===== config.mk =====
export PLATFORM = sky130hd
export DESIGN_NAME = lic_led_init_ctrl
export DESIGN_NICKNAME = d
export VERILOG_FILES = /design/src/lic_pkg.sv /design/src/lic_led_init_ctrl.sv
export VERILOG_INCLUDE_DIRS = /design/src
export SDC_FILE = /design/constraint.sdc
export NUM_CORES = 1
export LEC_CHECK = 0
export BUFFER_PORTS_ARGS = -buffer_cell sky130_fd_sc_hd__buf_2
export CELL_PAD_IN_SITES_DETAIL_PLACEMENT = 2
export CELL_PAD_IN_SITES_GLOBAL_PLACEMENT = 2
export CORE_UTILIZATION = 38
export DETAILED_ROUTE_END_ITERATION = 7
export PLACE_DENSITY_LB_ADDON = 0.1
export SLEW_MARGIN = 10
export SYNTH_ARGS = -nofsm -noshare
export SYNTH_HDL_FRONTEND = slang
export SYNTH_SLANG_ARGS = --single-unit

===== constraint.sdc =====
create_clock -name clk -period 2.1 [get_ports clk]
set_input_delay 0.105 -clock clk [delete_from_list [all_inputs] [get_ports clk]]
set_output_delay 0.105 -clock clk [all_outputs]
set_load 0.005 [all_outputs]

===== src/lic_defs.svh =====
// Constants for the LED select, init signalling, control port and ADC block
`ifndef LIC_DEFS_SVH
`define LIC_DEFS_SVH
`define LIC_CLK_MHZ       25
`define LIC_INIT_TIME_US  40
`define LIC_INIT_CYCLES   (`LIC_INIT_TIME_US * `LIC_CLK_MHZ)
`define LIC_SEG_TIME_US   100
`define LIC_SEG_CYCLES    (`LIC_SEG_TIME_US * `LIC_CLK_MHZ)
`define LIC_TARGET_ADDR   7'h1B
`define LIC_CFG_RESET     3'h7
`define LIC_LED_NONE      2'h0
`define LIC_LED_RED       2'h1
`define LIC_LED_GREEN     2'h2
`define LIC_LED_BLUE      2'h3
`define LIC_PWM_LAST      8'hFF
`endif


===== src/lic_pkg.sv =====
// Types for the LED select and init signalling block
package lic_pkg;
  // Top phase: auto-init then running (Gray order)
  typedef enum logic [0:0] {LIC_INIT = 1'b0, LIC_RUN = 1'b1} lic_phase_t;
  // Whole state of the block
  typedef struct packed {
    lic_phase_t  phase;     // Init or run
    logic [15:0] initCnt;   // Auto-init time count
    logic        irqOut;    // Host interrupt level
    logic        irqOe;     // Host interrupt enable, low drives
    logic [1:0]  ledSel;    // Colour select code
    logic [15:0] segCnt;    // Colour slot time count
    logic        sclPrev;   // Previous clock line
    logic        sdaPrev;   // Previous data line
    logic        active;    // Inside a transfer
    logic [3:0]  bitCnt;    // Bits of current byte
    logic [7:0]  shift;     // Received bits
    logic        byteIdx;   // 0 address, 1 data
    logic        addrOk;    // Address matched
    logic        sdaOe;     // Data line enable, low drives
    logic [2:0]  cfg;       // Colour enable mask b,g,r
    logic [2:0]  sarBit;    // Bit under trial
    logic [7:0]  trial;     // Trial code
    logic [7:0]  pwmCnt;    // Charge duty counter
    logic        charge;    // Charge drive level
    logic [7:0]  code;      // Last conversion result
    logic        codeValid; // Result pulse
  } lic_state_t;
endpackage : lic_pkg


===== src/lic_led_init_ctrl.sv =====
// LED colour sequencer, init interrupt, control port target and SAR ADC
`timescale 1ns/1ns
`default_nettype none
`include "lic_defs.svh"
module lic_led_init_ctrl
#(
  parameter int unsigned INIT_CYCLES = `LIC_INIT_CYCLES,
  parameter int unsigned SEG_CYCLES  = `LIC_SEG_CYCLES,
  parameter logic [6:0]  TARGET_ADDR = `LIC_TARGET_ADDR
)
(
  // Clock, reset, enable
  input  wire logic       clk,
  input  wire logic       rst,
  input  wire logic       ce,
  // Host interrupt pin
  output logic            hostIrqOut,
  output logic            hostIrqOe,
  // Colour select pins
  output logic            led_color_select_bit0,
  output logic            led_color_select_bit1,
  // Control port pins
  input  wire logic       control_port_clock_line,
  input  wire logic       control_port_data_line_in,
  output logic            control_port_data_line_out,
  output logic            control_port_data_line_oe,
  // Temperature converter
  input  wire logic       comparator_result_in,
  output logic            ramp_charge_drive,
  output logic [7:0]      temperatureCode,
  output logic            temperatureValid
);

  // State register and its next value
  lic_pkg::lic_state_t s;
  lic_pkg::lic_state_t next_s;

  // Next enabled colour after cur, none when mask empty
  function automatic logic [1:0] nextColor(input logic [1:0] cur, input logic [2:0] mask);
    logic [1:0] c;
    logic [1:0] r;
    c = cur;
    r = `LIC_LED_NONE;
    for (int i = 0; i < 3; i++)
    begin
      c = (c == `LIC_LED_BLUE || c == `LIC_LED_NONE) ? `LIC_LED_RED : c + 2'h1;
      if (r == `LIC_LED_NONE && mask[c - 2'h1])
      begin
        r = c;
      end
    end
    return r;
  endfunction : nextColor

  // Next-state logic
  always_comb
  begin
    logic sclRise;
    logic sclFall;
    next_s = s;
    sclRise = control_port_clock_line && !s.sclPrev;
    sclFall = !control_port_clock_line && s.sclPrev;
    next_s.sclPrev = control_port_clock_line;
    next_s.sdaPrev = control_port_data_line_in;
    next_s.codeValid = 1'b0;
    case (s.phase)
      lic_pkg::LIC_INIT:
      begin
        next_s.irqOe = 1'b0;
        next_s.irqOut = 1'b0;
        next_s.ledSel = `LIC_LED_NONE;
        next_s.initCnt = s.initCnt + 16'h0001;
        if (s.initCnt == 16'(INIT_CYCLES - 1))
        begin
          next_s.phase = lic_pkg::LIC_RUN;
          next_s.irqOut = 1'b1;
        end
      end
      lic_pkg::LIC_RUN:
      begin
        // slot timer steps the colour itself
        next_s.segCnt = s.segCnt + 16'h0001;
        if (s.segCnt == 16'(SEG_CYCLES - 1) || s.ledSel == `LIC_LED_NONE
            || !s.cfg[s.ledSel - 2'h1])
        begin
          next_s.segCnt = 16'h0000;
          // code picks one colour or none
          next_s.ledSel = nextColor(s.ledSel, s.cfg);
        end
        // start and stop framing, start wins restart
        if (control_port_clock_line && s.sdaPrev && !control_port_data_line_in)
        begin
          next_s.active = 1'b1;
          next_s.bitCnt = 4'h0;
          next_s.byteIdx = 1'b0;
          next_s.sdaOe = 1'b1;
        end
        else if (control_port_clock_line && !s.sdaPrev && control_port_data_line_in)
        begin
          next_s.active = 1'b0;
          next_s.sdaOe = 1'b1;
        end
        else if (s.active && sclRise)
        begin
          if (s.bitCnt == 4'h8)
          begin
            // Acknowledge slot over, next byte follows
            next_s.bitCnt = 4'h0;
            next_s.byteIdx = 1'b1;
            next_s.active = s.addrOk;
          end
          else
          begin
            next_s.shift = {s.shift[6:0], control_port_data_line_in};
            next_s.bitCnt = s.bitCnt + 4'h1;
          end
        end
        else if (s.active && sclFall)
        begin
          if (s.bitCnt == 4'h8)
          begin
            // acknowledge own write address, store data
            if (!s.byteIdx)
            begin
              next_s.addrOk = (s.shift == {TARGET_ADDR, 1'b0});
              next_s.sdaOe = !(s.shift == {TARGET_ADDR, 1'b0});
            end
            else
            begin
              next_s.cfg = s.shift[2:0];
              next_s.sdaOe = 1'b0;
            end
          end
          else
          begin
            next_s.sdaOe = 1'b1;
          end
        end
        // charge duty follows the trial code
        next_s.pwmCnt = s.pwmCnt + 8'h01;
        next_s.charge = (s.pwmCnt < s.trial);
        if (s.pwmCnt == `LIC_PWM_LAST)
        begin
          // comparator low keeps the trial bit
          next_s.trial[s.sarBit] = !comparator_result_in;
          if (s.sarBit == 3'h0)
          begin
            next_s.code = {s.trial[7:1], !comparator_result_in};
            next_s.codeValid = 1'b1;
            next_s.sarBit = 3'h7;
            next_s.trial = 8'h80;
          end
          else
          begin
            next_s.sarBit = s.sarBit - 3'h1;
            next_s.trial[s.sarBit - 3'h1] = 1'b1;
          end
        end
      end
      default:
      begin
        next_s.phase = lic_pkg::LIC_INIT;
      end
    endcase
  end

  // State register; reset wins over enable
  always_ff @(posedge clk)
  begin
    if (rst)
    begin
      s <= '{phase: lic_pkg::LIC_INIT, irqOe: 1'b1, sdaOe: 1'b1, sclPrev: 1'b1,
             sdaPrev: 1'b1, cfg: `LIC_CFG_RESET, sarBit: 3'h7, trial: 8'h80,
             default: '0};
    end
    else if (ce)
    begin
      s <= next_s;
    end
  end

  // Outputs straight from state flops, except the data line output, which is tied low
  assign hostIrqOut = s.irqOut;
  assign hostIrqOe = s.irqOe;
  assign led_color_select_bit0 = s.ledSel[0];
  assign led_color_select_bit1 = s.ledSel[1];
  assign control_port_data_line_out = 1'b0;
  assign control_port_data_line_oe = s.sdaOe;
  assign ramp_charge_drive = s.charge;
  assign temperatureCode = s.code;
  assign temperatureValid = s.codeValid;
endmodule : lic_led_init_ctrl
`default_nettype wire


==> metrics.cfg <==
[die]
coreArea_um2 = 11500
io_pins = 22
die-area_um2 = 12300
die-width_um = 111
start_util_pct = 39.2
rows = 39
die_height_um = 111

[grt]
use_met1_pct = 27.0
gr-total-overflow = 0
busiest_layer = met2
gr-usage-met3_pct = 3.06
track_usage_pct = 21.5
gr-usage-met2_pct = 37.0
grt_pass1_vias = 4232
grt_pass1_wl_um = 21300
antenna_found_initial = 0
grt_max_degree = 37

[timing]
max_clock_freq_mhz = 513
hold_ws_ns = 0.0607
tightestPinTransition_ns = 0.552
slew-limit-headroom_pct = 63.2
rsz0062_at_grt = false
slew_violations = 0
finalSetupTns_ns = 0
fin_crit_ns = 1.95
finalHoldViolations = 0
setup_viol = 0
finalCritPeriodShare_pct = 92.9
clock-skew-final_ns = 0.00804

[worst_setup_path]
cp_data_required_time_ns = 2.39
endpoint_kind = register
crit_type = register to register
path_max_fanout = 13
startpoint_type = register
arrival_ns = 2.24

[logic_synthesis]
synth_cell_types = 65
syn_inst = 535
synth-edff-count = 0
synthFlopType = dfxtp_1
synth-seq-cells = 87
seq_area_frac_synth_pct = 38.6
yosysWarnings = 0
postSynth.asyncResetShare_pct = 0
syn_nets = 560
syn_area_per_cell_um2 = 8.44
syn_area_um2 = 4510

[power_and_ir_drop]
power.leakage_nw = 1.88
p_switching_w = 0.000731
power_frac_seq_pct = 50.8
p_int_w = 0.00255
ir_worst_vdd_mv = 0.458
clockPowerShare_pct = 46.7
power.density_nw_per_um2 = 649
power_frac_comb_pct = 2.5
swShare_pct = 22.3

[cells_and_area]
regMostFlops = s
num-nets-final = 584
synthToLayoutAreaGrowth_pct = 11.9
mostFrequentLayoutCell = dfxtp_1
layout_common_cells = dfxtp_1, nand2_1, nor2_1
largest_reg_flops = 72
n_antenna_cell = 0
drive_above_1_share_pct = 12.9

[placement]
place_congestion = 0.775
hpwl_um = 8750
numPortBuffers = 20

[detailed_routing]
detail_route.iter0.violations = 144
drc = 0
viasPerCell = 5.47
dr.pass1.iters = 4
routed_wl_um = 12000
ant_nets = 0
drt-wirelength-per-cell_um = 17.0
vias = 3868

[clock_network]
cts_hold_buf = 0
clock_path_buffers = 2
htree_num_levels = 3
insertion_delay_ns = 0.35
cts.repair.resized = 0
cts_tree = built
clock-sinks = 87
cts_root_buf = clkbuf_16
numCtsBuffers = 9
clk_transition_reported_paths_ns = 0.07
post_cts_buffers = 0

[min_path]
hp-class = input port to register

[job]
max_cap_viol_count = 0

[run_status]
status = finished, final reports clean

[per-stage QoR]
stage | setup WS, ns | util (%) | instances | power [W] | area [um2]
6_report | 0.149 | 43.9 | 707 | 0.00328 | 5050
5_1_grt | 0.0126 | 43.9 | 707 | 0.00341 | 5050
4_1_cts | 0.0898 | 43.8 | 707 | 0.00333 | 5050
3_5_place_dp | 0.104 | 41.4 | 691 | 0.00179 | 4770
3_3_place_gp | 0.228 | 41.4 | 691 | 0.00178 | 4770
2_1_floorplan | 0.122 | - | 535 | 0.00176 | 4510
[critical path, cell delays in order (launching register included)]
cell,delay [ns]
dfxtp_1,0.35
inv_1,0.09
ha_1,0.34
mux2i_1,0.13
mux2_2,0.31
nor3_4,0.27
o21ai_2,0.08
buf_4,0.21
nor2_1,0.11
[cell families (layout without fill, tap and decap cells)]
family	Yosys count	count (layout)	synth area share [%]
flops	87	87	38.6
mux	23	23	5.24
simple gates	225	225	25.6
fa+ha+maj	19	19	5.27
xor+xnor	33	33	6.40
other cells	1	1	0.0831
compound gates	92	92	12.3
buf+inv	55	84	6.46
[synthesized netlist by cell type, types with 2 or more instances]
| library cell | instances | area share (%) |
|---|---|---|
| a211oi_1 | 8 | 1.3 |
| clkbuf_1 | 9 | 0.75 |
| dfxtp_1 | 87 | 39 |
| nand3b_1 | 3 | 0.50 |
| mux2_2 | 5 | 1.2 |
| mux2i_1 | 18 | 4.0 |
| and3_1 | 9 | 1.2 |
| buf_4 | 16 | 2.7 |
| a2111oi_0 | 2 | 0.39 |
| nor4_1 | 6 | 0.83 |
| o21ai_0 | 18 | 2.0 |
| nand2_1 | 59 | 4.9 |
| nand4_1 | 10 | 1.4 |
| nand3_1 | 23 | 2.6 |
| a21oi_1 | 40 | 4.4 |
| and2_1 | 2 | 0.28 |
| ha_1 | 19 | 5.3 |
| nor2b_1 | 7 | 0.97 |
| o31ai_1 | 3 | 0.50 |
| xnor2_1 | 18 | 3.5 |
| or3_1 | 5 | 0.69 |
| nand2b_1 | 6 | 0.83 |
| a31oi_1 | 3 | 0.42 |
| inv_1 | 23 | 1.9 |
| buf_6 | 3 | 0.75 |
| buf_2 | 2 | 0.22 |
| nor3b_1 | 2 | 0.33 |
| xor2_1 | 15 | 2.9 |
| nor3_1 | 20 | 2.2 |
| o22ai_1 | 2 | 0.28 |
| o211ai_1 | 2 | 0.33 |
| and4_1 | 3 | 0.58 |
| nor2_1 | 55 | 4.6 |
[routing by layer]
metal,up-vias,routed length [um]
met5,-,0
met4,0,180
met3,12,183
met2,18,5910
met1,1926,5750
li1,1912,-
[final cells by class]
class / count / area, um2
inverters: 24 / 90.1
clock inverters: 3 / 17.5
flip-flops and latches: 87 / 1740
clock buffers: 13 / 260
fillers: 1282 / 6470
multi-input cells: 393 / 2480
well taps: 143 / 179
repair buffers: 44 / 280
[final timing paths]
path | from | to | slack, ns | depth (start not counted)
worst max-delay path | led_color_select_bit1$_SDFFE_PP0P_ | s[55]$_SDFFE_PP0P_ | 0.15 | 8
worst min-delay path | control_port_clock_line | s[49]$_SDFFE_PP1P_ | 0.06 | 3
worst max register to register | led_color_select_bit1$_SDFFE_PP0P_ | s[55]$_SDFFE_PP0P_ | 0.15 | 8
worst min register to register | temperatureCode[7]$_SDFFE_PP0P_ | temperatureCode[7]$_SDFFE_PP0P_ | 0.46 | 2
[power groups by stage]
stage               sequential, W  combinational (W)  clock [W]
CTS                       0.00166          0.0000852    0.00158
floorplan                 0.00170          0.0000567          0
global placement          0.00170          0.0000825          0
detailed placement        0.00170          0.0000851          0
global route              0.00166          0.0000934    0.00165
finish                    0.00167          0.0000831    0.00153
(Power assumes the default switching activity.)
